===== src/cip_pkg.sv =====
// Constants for the configurable I/O port bank: register offsets, lane masks
// per port, reset values. Assumes ports A..D sit in byte lanes 0..3 of a
// 32-bit flat pin vector, port A in bits 7:0.

package cip_pkg;

  // ****************************************************************
  // Widths
  // ****************************************************************
  localparam int ADDR_W   = 8;
  localparam int PORT_W   = 8;
  localparam int BANK_W   = 32;
  localparam int CELL_W   = 24;

  // ****************************************************************
  // Register offsets within the I/O window (port index added, 0..3)
  // ****************************************************************
  localparam logic [7:0] REG_PIN_INPUT      = 8'h00;
  localparam logic [7:0] REG_OUTPUT_LATCH   = 8'h04;
  localparam logic [7:0] REG_PIN_DIRECTION  = 8'h08;
  localparam logic [7:0] REG_DRIVE_SELECT   = 8'h0c;
  localparam logic [7:0] REG_MODE_CONTROL   = 8'h10;
  localparam logic [7:0] REG_CELL_ACCESS    = 8'h14;
  localparam logic [7:0] REG_CELL_MASK      = 8'h18;
  localparam logic [7:0] REG_INPUT_CELL     = 8'h1c;
  localparam logic [7:0] REG_DRIVER_ENABLE  = 8'h20;
  localparam logic [7:0] REG_MEM_MAP_CONFIG = 8'h24;

  // ****************************************************************
  // Field positions and reset values
  // ****************************************************************
  localparam int          PIO_ENABLE_BIT = 7;
  localparam logic [31:0] PCR_RESET      = 32'h0000_0000;
  localparam logic [31:0] LATCH_RESET    = 32'h0000_0000;
  localparam logic [7:0]  MAP_RESET      = 8'h00;

  // ****************************************************************
  // Lane masks: which bits exist for each register kind
  // ****************************************************************
  localparam logic [31:0] PIN_MASK       = 32'h07ff_ffff;
  localparam logic [31:0] CONTROL_MASK   = 32'h0000_ffff;
  localparam logic [31:0] CELL_MASK      = 32'h00ff_ffff;
  localparam logic [31:0] OPEN_DRAIN_CAP = 32'h00ff_f0f0;
  localparam logic [31:0] FAST_SLEW_CAP  = 32'h0700_0f0f;
  localparam logic [31:0] DRIVE_MASK     = 32'h07ff_ffff;

endpackage


===== src/cip_port_bank.sv =====
// Configurable I/O port bank: four ports of pin logic plus the per-port
// configuration and data registers seen by the microcontroller.
// Assumes the microcontroller bus signals are already on clk_in; pins and
// the address latch strobe are asynchronous and are synchronised here.

`timescale 1ns/100ps

module cip_port_bank
  import cip_pkg::*;
(
  // Clock and reset
  input  wire logic                clk_in,
  input  wire logic                resetn_in,
  // Microcontroller bus
  input  wire logic                io_window_sel_in,
  input  wire logic [ADDR_W-1:0]   mcu_addr_in,
  input  wire logic                mcu_rd_in,
  input  wire logic                mcu_wr_in,
  input  wire logic [PORT_W-1:0]   mcu_data_in,
  output logic      [PORT_W-1:0]   mcu_data_out,
  output logic                     mcu_data_oe_out,
  // Port A bus modes
  input  wire logic                data_port_mode_in,
  input  wire logic                peripheral_select_a_in,
  input  wire logic                peripheral_select_b_in,
  output logic                     peripheral_io_mode_out,
  // Pins, port A in bits 7:0 up to port D in bits 26:24
  input  wire logic [BANK_W-1:0]   pin_in,
  output logic      [BANK_W-1:0]   pin_out,
  output logic      [BANK_W-1:0]   pin_oe_out,
  output logic      [BANK_W-1:0]   pin_open_drain_out,
  output logic      [BANK_W-1:0]   pin_fast_slew_out,
  // General logic array side
  input  wire logic [BANK_W-1:0]   oe_term_in,
  input  wire logic [BANK_W-1:0]   pld_route_in,
  input  wire logic [BANK_W-1:0]   pld_value_in,
  input  wire logic [CELL_W-1:0]   cell_next_in,
  input  wire logic [CELL_W-1:0]   cell_en_in,
  input  wire logic [CELL_W-1:0]   input_latch_sel_in,
  output logic      [CELL_W-1:0]   cell_value_out,
  output logic      [CELL_W-1:0]   input_cell_out,
  // Memory decode array side
  input  wire logic [BANK_W-1:0]   decode_use_in,
  output logic      [BANK_W-1:0]   decode_addr_out,
  // Latched address for address-out mode
  input  wire logic [PORT_W-1:0]   addr_out_a_in,
  input  wire logic [PORT_W-1:0]   addr_out_b_in,
  input  wire logic                address_latch_strobe_in,
  // Programming interface sharing port C
  input  wire logic                jtag_en_in,
  input  wire logic [PORT_W-1:0]   jtag_out_in,
  input  wire logic [PORT_W-1:0]   jtag_oe_in
);

  // ****************************************************************
  // Declarations
  // ****************************************************************
  logic [BANK_W-1:0] mode_control;
  logic [BANK_W-1:0] pin_direction;
  logic [BANK_W-1:0] drive_select;
  logic [BANK_W-1:0] output_latch;
  logic [BANK_W-1:0] cell_mask;
  logic [7:0]        mem_map_config;
  logic [BANK_W-1:0] pin_meta;
  logic [BANK_W-1:0] pin_sync;
  logic              strobe_meta;
  logic              strobe_sync;
  logic              strobe_prev;
  logic              wr_hit;
  logic              rd_hit;
  logic [7:0]        reg_kind;
  logic [1:0]        reg_port;
  logic              port_a_bus;
  logic              port_a_cut;
  logic [BANK_W-1:0] next_oe;
  logic [BANK_W-1:0] next_val;
  logic [BANK_W-1:0] open_drain;
  logic [BANK_W-1:0] addr_src;
  logic [BANK_W-1:0] pld_src;
  logic [7:0]        next_rdata;

  // Replace one byte lane, then drop bits that do not exist
  function automatic logic [BANK_W-1:0] put_lane(input logic [BANK_W-1:0] cur,
                                                 input logic [1:0]        port,
                                                 input logic [7:0]        data,
                                                 input logic [BANK_W-1:0] mask);
    logic [BANK_W-1:0] lane;
    logic [BANK_W-1:0] wide;
    lane = 32'h0000_00ff << {port, 3'b000};
    wide = {24'h00_0000, data} << {port, 3'b000};
    return ((cur & ~lane) | (wide & lane)) & mask;
  endfunction

  // Pick one byte lane of a bank vector
  function automatic logic [7:0] get_lane(input logic [BANK_W-1:0] v,
                                          input logic [1:0]        port);
    return v[{port, 3'b000} +: 8];
  endfunction

  // ****************************************************************
  // Bus decode
  // ****************************************************************
  // Plain read and write cycles inside the I/O window
  assign wr_hit   = io_window_sel_in & mcu_wr_in;
  assign rd_hit   = io_window_sel_in & mcu_rd_in;
  assign reg_kind = {mcu_addr_in[7:2], 2'b00};
  assign reg_port = mcu_addr_in[1:0];

  // ****************************************************************
  // Input synchronisers
  // ****************************************************************
  // Pins and strobe are asynchronous; two flops before any use
  always_ff @(posedge clk_in or negedge resetn_in) begin
    if (!resetn_in) begin
      pin_meta    <= 32'h0000_0000;
      pin_sync    <= 32'h0000_0000;
      strobe_meta <= 1'b0;
      strobe_sync <= 1'b0;
      strobe_prev <= 1'b0;
    end else begin
      pin_meta    <= pin_in;
      pin_sync    <= pin_meta;
      strobe_meta <= address_latch_strobe_in;
      strobe_sync <= strobe_meta;
      strobe_prev <= strobe_sync;
    end
  end

  // ****************************************************************
  // Configuration registers
  // ****************************************************************
  // Per-pin control, direction and drive select, all cleared at reset
  always_ff @(posedge clk_in or negedge resetn_in) begin
    if (!resetn_in) begin
      mode_control  <= PCR_RESET;
      pin_direction <= PCR_RESET;
      drive_select  <= PCR_RESET;
    end else if (wr_hit) begin
      if (reg_kind == REG_MODE_CONTROL) begin
        mode_control <= put_lane(mode_control, reg_port, mcu_data_in,
                                 CONTROL_MASK);
      end
      if (reg_kind == REG_PIN_DIRECTION) begin
        pin_direction <= put_lane(pin_direction, reg_port, mcu_data_in,
                                  PIN_MASK);
      end
      if (reg_kind == REG_DRIVE_SELECT) begin
        drive_select <= put_lane(drive_select, reg_port, mcu_data_in,
                                 DRIVE_MASK);
      end
    end
  end

  // Output data latch and output cell load mask
  always_ff @(posedge clk_in or negedge resetn_in) begin
    if (!resetn_in) begin
      output_latch <= LATCH_RESET;
      cell_mask    <= PCR_RESET;
    end else if (wr_hit) begin
      if (reg_kind == REG_OUTPUT_LATCH) begin
        output_latch <= put_lane(output_latch, reg_port, mcu_data_in,
                                 PIN_MASK);
      end
      if (reg_kind == REG_CELL_MASK) begin
        cell_mask <= put_lane(cell_mask, reg_port, mcu_data_in, CELL_MASK);
      end
    end
  end

  // Memory mapping config; only the peripheral mode bit is kept here
  always_ff @(posedge clk_in or negedge resetn_in) begin
    if (!resetn_in) begin
      mem_map_config <= MAP_RESET;
    end else if (wr_hit && reg_kind == REG_MEM_MAP_CONFIG && reg_port == 2'd0) begin
      mem_map_config <= mcu_data_in & (8'h01 << PIO_ENABLE_BIT);
    end
  end

  // ****************************************************************
  // Output cells
  // ****************************************************************
  // A bus write wins over the logic array's own clock enable,
  // except where the mask holds the flop for the array alone
  always_ff @(posedge clk_in or negedge resetn_in) begin
    if (!resetn_in) begin
      cell_value_out <= 24'h00_0000;
    end else begin
      for (int i = 0; i < CELL_W; i++) begin
        if (wr_hit && reg_kind == REG_CELL_ACCESS && reg_port == 2'(i / 8)
            && !cell_mask[i]) begin
          cell_value_out[i] <= mcu_data_in[i % 8];
        end else if (cell_en_in[i]) begin
          cell_value_out[i] <= cell_next_in[i];
        end
      end
    end
  end

  // ****************************************************************
  // Input cells and address inputs
  // ****************************************************************
  // Selected bits hold the pin level taken at the strobe's rising
  // edge; the rest follow the pin, so high address bits may be latched
  always_ff @(posedge clk_in or negedge resetn_in) begin
    if (!resetn_in) begin
      input_cell_out <= 24'h00_0000;
    end else begin
      for (int i = 0; i < CELL_W; i++) begin
        if (!input_latch_sel_in[i]) begin
          input_cell_out[i] <= pin_sync[i];
        end else if (strobe_sync && !strobe_prev) begin
          input_cell_out[i] <= pin_sync[i];
        end
      end
    end
  end

  // Any input used by the memory decode is handed over as address;
  // port D has no input cells, so its pins go across directly
  always_ff @(posedge clk_in or negedge resetn_in) begin
    if (!resetn_in) begin
      decode_addr_out <= 32'h0000_0000;
    end else begin
      decode_addr_out <= decode_use_in & PIN_MASK &
                         {pin_sync[31:24], input_cell_out};
    end
  end

  // ****************************************************************
  // Pin drive
  // ****************************************************************
  // Either bus mode owns port A, selected or not
  assign port_a_cut = data_port_mode_in | mem_map_config[PIO_ENABLE_BIT];
  assign port_a_bus = data_port_mode_in |
                      (mem_map_config[PIO_ENABLE_BIT] &
                       (peripheral_select_a_in | peripheral_select_b_in));
  assign addr_src   = {16'h0000, addr_out_b_in, addr_out_a_in};
  assign pld_src    = {pld_value_in[31:24], cell_value_out};
  assign open_drain = drive_select & OPEN_DRAIN_CAP;

  // Source and enable per pin before the driver stage
  always_comb begin
    next_oe  = (pin_direction | oe_term_in) & PIN_MASK;
    next_val = output_latch;
    for (int i = 0; i < BANK_W; i++) begin
      if (mode_control[i]) begin
        next_val[i] = addr_src[i];
      end else if (pld_route_in[i]) begin
        next_val[i] = pld_src[i];
      end
    end
    // Bus modes take port A whole; general I/O is cut off, and the
    // peripheral buffer floats while neither select is active
    if (port_a_cut) begin
      next_oe[7:0]  = {8{mcu_wr_in & port_a_bus}};
      next_val[7:0] = mcu_data_in;
    end
    // Programming only happens outside normal operation
    if (jtag_en_in) begin
      next_oe[23:16]  = jtag_oe_in;
      next_val[23:16] = jtag_out_in;
    end
  end

  // Driver stage; open drain only ever pulls low
  always_ff @(posedge clk_in or negedge resetn_in) begin
    if (!resetn_in) begin
      pin_out            <= 32'h0000_0000;
      pin_oe_out         <= 32'h0000_0000;
      pin_open_drain_out <= 32'h0000_0000;
      pin_fast_slew_out  <= 32'h0000_0000;
    end else begin
      pin_out            <= next_val & ~open_drain;
      pin_oe_out         <= next_oe & ~(open_drain & next_val);
      pin_open_drain_out <= open_drain;
      pin_fast_slew_out  <= drive_select & FAST_SLEW_CAP;
    end
  end

  // ****************************************************************
  // Read data
  // ****************************************************************
  // Unmapped offsets and absent lanes read as zero
  always_comb begin
    next_rdata = 8'h00;
    unique case (reg_kind)
      REG_PIN_INPUT:      next_rdata = get_lane(pin_sync & PIN_MASK, reg_port);
      REG_OUTPUT_LATCH:   next_rdata = get_lane(output_latch, reg_port);
      REG_PIN_DIRECTION:  next_rdata = get_lane(pin_direction, reg_port);
      REG_DRIVE_SELECT:   next_rdata = get_lane(drive_select, reg_port);
      REG_MODE_CONTROL:   next_rdata = get_lane(mode_control, reg_port);
      REG_CELL_ACCESS:    next_rdata = get_lane({8'h00, cell_value_out}, reg_port);
      REG_CELL_MASK:      next_rdata = get_lane(cell_mask, reg_port);
      REG_INPUT_CELL:     next_rdata = get_lane({8'h00, input_cell_out}, reg_port);
      REG_DRIVER_ENABLE:  next_rdata = get_lane(pin_oe_out & CELL_MASK, reg_port);
      REG_MEM_MAP_CONFIG: next_rdata = (reg_port == 2'd0) ? mem_map_config : 8'h00;
      default:            next_rdata = 8'h00;
    endcase
  end

  // Bus answer; port A pins come back through the synchroniser
  always_ff @(posedge clk_in or negedge resetn_in) begin
    if (!resetn_in) begin
      mcu_data_out    <= 8'h00;
      mcu_data_oe_out <= 1'b0;
    end else begin
      if (rd_hit) begin
        mcu_data_out <= next_rdata;
      end else if (port_a_bus && mcu_rd_in) begin
        mcu_data_out <= pin_sync[7:0];
      end
      mcu_data_oe_out <= rd_hit | (port_a_bus & mcu_rd_in);
    end
  end

  // Peripheral mode flag mirrored from its register
  always_ff @(posedge clk_in or negedge resetn_in) begin
    if (!resetn_in) begin
      peripheral_io_mode_out <= 1'b0;
    end else begin
      peripheral_io_mode_out <= mem_map_config[PIO_ENABLE_BIT];
    end
  end

endmodule // cip_port_bank


===== config.mk =====
export PLATFORM = sky130hd
export DESIGN_NAME = cip_port_bank
export DESIGN_NICKNAME = d
export VERILOG_FILES = /design/src/cip_pkg.sv /design/src/cip_port_bank.sv
export SDC_FILE = /design/constraint.sdc
export NUM_CORES = 1
export LEC_CHECK = 0
export ABC_AREA = 1
export ABC_CLOCK_PERIOD_IN_PS = 3000
export BUFFER_PORTS_ARGS = -buffer_cell sky130_fd_sc_hd__buf_2
export CAP_MARGIN = 20
export CORE_AREA = 2 2 195 197
export DETAILED_ROUTE_END_ITERATION = 12
export DIE_AREA = 0 0 197 199
export PLACE_DENSITY_LB_ADDON = 0.25
export SYNTH_ARGS = -nofsm -noshare
export SYNTH_HDL_FRONTEND = slang
export SYNTH_SLANG_ARGS = --single-unit

===== constraint.sdc =====
create_clock -name clk_in -period 3 [get_ports clk_in]
set_clock_uncertainty 0.15 [all_clocks]
set_input_delay 0.6 -clock clk_in [delete_from_list [all_inputs] [get_ports clk_in]]
set_output_delay 0.6 -clock clk_in [all_outputs]
set_load 0.01 [all_outputs]

== Word level (Yosys, flattened, before mapping) ==
Cells that the tools add are included.

* Word-level logic and storage cells: 382
* Output and inout port bits: 218
* Register bits: 370
* Input port bits: 290

* Eq/ne operators: 35
* Shift-type cells: 11
* Bitwise logic cells: 28
* Reductions and logical operators: 89
* Mux-type cells: 152

{| class="wikitable"
|+ Operators with widths
! cell !! number
|-
| $shiftx 32x6->8 || 9
|-
| $mux 1 || 144
|-
| $and 27x27->27 || 4
|-
| $or 27x27->27 || 4
|-
| $pmux 8 s10 || 1
|-
| $and 27x32->32 || 2
|-
| $mux 8 || 7
|-
| $reduce_bool 2->1 || 25
|-
| $ne 2x1->1 const B || 24
|-
| $and 24x32->32 || 1
|-
| $and 32x32->32 || 1
|-
| $logic_and 1x1->1 || 32
|-
| $not 24->32 || 1
|-
| $not 32->32 || 1
|-
| $not 27->27 || 1
|-
| $shl 8x5->27 || 1
|-
| $shl 8x5->27 const A || 1
|-
| $logic_not 1->1 || 25
|-
| $and 24x24->24 || 1
|-
| $eq 6x3->1 const B || 4
|-
| $or 24x24->24 || 1
|-
| $and 16x16->16 || 1
|-
| $or 16x16->16 || 1
|-
| $eq 6x2->1 const B || 2
|-
| other kinds (9) || 21
|}

== Longest topological paths before layout ==
* Depth in word-level cells: 6
* Mapped depth: 14
* Mapped depth without buffers: 14

== Worst setup path before layout ==
No wires, ideal clock.

* Path kind: in2reg
* Start point: in mcu_addr_in[7]
* End point: reg mcu_data_out[7]
* Arrival: 1.745 ns
* Path slack: 0.989 ns
* Cell stages on the path: 13
* Buffers on the path: 1
* Path through: nor2_4 > nand2_4 > a21oi_1 > nor2_4 > buf_4 > nand2_1 > nand2_1 > inv_1 > nand2_1 > nand3_1 > nand2_1 > nand2_1 > nand2_1

* Cells in the longest elaborated chain, start to end: 3
* Elaborated cells between the ends (all ways): 12

{| class="wikitable"
|+ RTL lines
! item !! RTL line !! text
|-
| start, declared || cip_port_bank.sv:16 || <nowiki>input wire logic [ADDR_W-1:0] mcu_addr_in,</nowiki>
|-
| $eq 6x4->1 (tied with other cells) || cip_port_bank.sv:286 || <nowiki>unique case (reg_kind)</nowiki>
|-
| $pmux 8 s10 * || cip_port_bank.sv:286 ||
|-
| $mux 8 * || cip_port_bank.sv:307 || <nowiki>if (rd_hit) begin</nowiki>
|-
| end signal, assigned || cip_port_bank.sv:308 || <nowiki>mcu_data_out <= next_rdata;</nowiki>
|-
| end signal, assigned || cip_port_bank.sv:310 || <nowiki>mcu_data_out <= pin_sync[7:0];</nowiki>
|-
| end, declared || cip_port_bank.sv:20 || <nowiki>output logic [PORT_W-1:0] mcu_data_out,</nowiki>
|}

Every way passes the cells marked *; elsewhere a longest branch is shown, timed or not.
A chain may end at the register's enable or synchronous reset.

== Final worst setup path ==
* Start point: in mcu_addr_in[5]
* End point: reg mcu_data_out[4]

Same word-level chain as after synthesis.

==> impl_summary.txt <==
----------------------------------------------------
[Worst setup path]
  Worst Setup Start Kind ... input port
  R2R Path End ... mcu_data_out[4]
  Critical path class ... in -> reg
  Worst Setup End Kind ... register
  Internal reg-to-reg setup slack ... roughly 0.93 ns
  Launch point of the worst reg-to-reg path ... mem_map_config[7]
  Maximum fanout count along the critical path ... 10
  Worst reg-to-reg path cell count ... 8
  Required time of the worst setup path ... 3.33 ns
  Critical path data arrival time ... 2.46 ns

[STA]
  Worst Max-Slew Pin Slew ... 0.834 ns
  Accumulated negative setup slack ... 0 ns
  Final hold violations ... 0
  Smallest setup slack after layout ... 0.864 ns
  Number of setup violations in the final report ... 0
  Max frequency ... 468 MHz
  Number of max-slew violations in the final report ... 0
  Final critical-path required period ... 2.14 ns
  Slew margin rel. ... 0.443
  Setup repair after global routing missed its margin ... no
  Fraction of the cycle the final worst path needs ... 0.712

[Yosys]
  Avg Cell Area, Syn ... 8.68 sq um
  Cell count after synthesis ... between 1500 and 2000
  Post-synthesis sequential element count ... 350
  Cell type with the largest total area after synthesis ... dfrtp_1
  Largest cells by area after synthesis ... dfrtp_1 (58%), nand2_1 (12%), o21ai_0 (6.3%)
  Sequential cell area fraction in the yosys report ... 0.584
  Mapped cell area ... 0.0150 sq mm
  Synth warn ... 0
  Area share of the largest cell type after synthesis ... 0.584
  Count of cell types in the netlist ... 33

[Cells and area]
  Number of fillers in the final layout ... 3561
  Most common cell after layout, fill and taps aside ... nand2_1
  Share of layout cells above drive strength 1 ... 0.251
  Relative area change from synthesis to final layout ... 28.4%
  Total Nets Final ... 2496
  Highest-count cells in the layout ignoring fill and taps ... nand2_1 (481), buf_2 (420), dfrtp_1 (350), inv_1 (193), o21ai_0 (188)

[Route]
  Routed wire length ... ~55000 um
  Number of nets still failing antenna checks after routing ... 0
  Number of design-rule violations left by the first detailed-router iteration ... between 1000 and 1500
  DR vias ... 13700
  Number of remaining DRC errors ... 0
  Wire length per cell after detailed routing ... 20.2 um
  DRT Pass-1 Iters ... 6
  Vias per inst ... 5.04

[Floorplanning]
  Floorplan die area ... about 0.039 sq mm
  Top-level port count ... a little over 500
  Core Region ... around 0.037 sq mm
  Die height ... 199 um
  Initial core utilization ... 0.404
  Die X-Extent ... 197 um
  Row Count ... 71

[Place]
  Number of port buffers ... 421
  Dpl ws ... 0.321 ns
  Final RePlAce weighted congestion ... 0.925
  Total half-perimeter wirelength after legalization and detailed placement ... 41700 um

[Min path]
  Path category of the worst min-delay check ... in -> reg
  Hold Crit Depth ... 1
  Hold Path End ... pin_meta[7]
  Hold Startpoint ... pin_in[7]

[Run]
  Max Cap Viol ... 0

[Global route]
  Global-route wire length before repair ... about 80000 um
  GRT overflow ... 0
  Largest net degree at the start of global routing ... 69
  Antenna violations before repair ... 8
  Via count of the first global-routing pass ... 13200
  Top Usage Layer GRT ... met2
  Met1 track demand over resource ... 0.355
  Global-route usage over all layers ... 0.278
  Routing usage on met2 ... 0.467
  GR Layer Usage met3 ... 0.0534

[Power]
  Power per Cell Area ... 586 mW/mm^2
  Static Leak ... slightly above 10 nW
  VDD IR max ... 0.352 mV

[Clock network]
  Clock network latency to the later pin of the worst-skew pair ... 0.55 ns
  Clock tree from TritonCTS ... built
  CTS Buf Count ... 39
  Clock-pin slew reported for the worst setup and hold paths after clock tree synthesis ... 0.06 ns
  H-tree Lvls ... 2
  Resized Gates After CTS ... 0
  TritonCTS Sinks ... 350
  Cell at the root of the clock tree ... clkbuf_16
  Number of buffers on the longest clock path ... 3

[Outcome]
  Status ... completed

----------------------------------------------------
## cell usage after synthesis
cell,count
a211oi_1,12
a21oi_1,73
a22oi_1,3
a31oi_1,19
buf_1,1
buf_2,10
buf_4,56
clkbuf_1,25
clkinv_1,1
conb_1,1
dfrtp_1,350
inv_1,193
inv_2,6
mux2_2,3
nand2_1,481
nand2_2,6
nand2_4,2
nand3_1,30
nand3_2,1
nand3b_1,1
nand4_1,11
nor2_1,144
nor2_2,10
nor2_4,8
nor3_2,1
nor4_1,1
o211ai_1,4
o21ai_0,188
o21ai_1,37
o21ai_2,1
o22ai_1,43
o31ai_1,1
or2_2,7
## how the worst max path moves through the flow
stage	to	slack (ns)	startpoint
5_1_grt	register	0.71	mcu_addr_in[5]
6_report	mcu_data_out[4]	0.86	mcu_addr_in[5]
3_5_place_dp	mcu_data_out[4]	0.32	mcu_addr_in[5]
2_1_floorplan	mcu_data_out[7]	0.99	mcu_addr_in[7]
3_3_place_gp	mcu_data_out[4]	0.40	mcu_addr_in[5]
4_1_cts	mcu_data_out[4]	0.89	mcu_addr_in[5]
## logic make-up (layout without fill, tap and decap cells)
logic type	Yosys count	in the layout	share of synthesized area
AOI/OAI and AO/OA	381	381	0.136
buffers and inverters	292	752	0.0879
DFF	350	350	0.584
muxes	3	3	0.00225
other	1	54	0.000250
and+or+nand+nor	703	703	0.190
## worst max-delay path, cell delays in order
cell     delay, ns
buf_2         0.12
inv_1         0.10
nand2_1       0.10
nor2_4        0.22
nand2_2       0.29
o21ai_0       0.41
nor2_1        0.07
nand2_1       0.13
nand2_1       0.12
nand2_1       0.10
nand3_1       0.07
a21oi_1       0.14
## power by group
group          internal (mW)  switching [mW]  leakage [nW]  total (mW)
sequential              4.98           0.197          4.33        5.18
clock                   2.95            1.96         0.645        4.90
combinational          0.451           0.755          5.24        1.21
## stage by stage
step	utilization	hold WS [ns]	instance area, sq um	cells	total power, mW
final	0.519	0.0177	19300	2717	11.3
after global routing	0.519	0.00296	19300	2716	11.7
after CTS	0.518	0.00182	19200	2709	11.4
after detailed placement	0.476	0.185	17700	2614	6.43
after global placement	0.476	0.183	17700	2614	6.41
after floorplan	-	0.154	15200	1776	5.74
## cell type report
type                            count  area, sq um  share of cell area
Antenna cell                        7         17.5            0.000909
Clock buffer                       60         1170              0.0605
Clock inverter                     11          155             0.00805
Inverter                          200          751              0.0389
Multi-Input combinational cell   1134         5100               0.265
Sequential cell                   350         8760               0.454
Tap cell                          474          593              0.0308
Timing Repair Buffer              481         2730               0.142
## timing repair
item                       CTS  global route
hold endpoints to repair    82             1
setup endpoints to repair    0             0
buffers inserted             0             0
hold buffers                24             1
## layer usage
layer  vias up  part of all wire  routed length, um
li1       6436                 -                  -
met1      6537              0.41              22300
met2       623              0.48              26600
met3       106             0.074               4080
met4         2             0.036               1990
met5         -           0.00029                 16
Power figures use the tool's default switching activity.
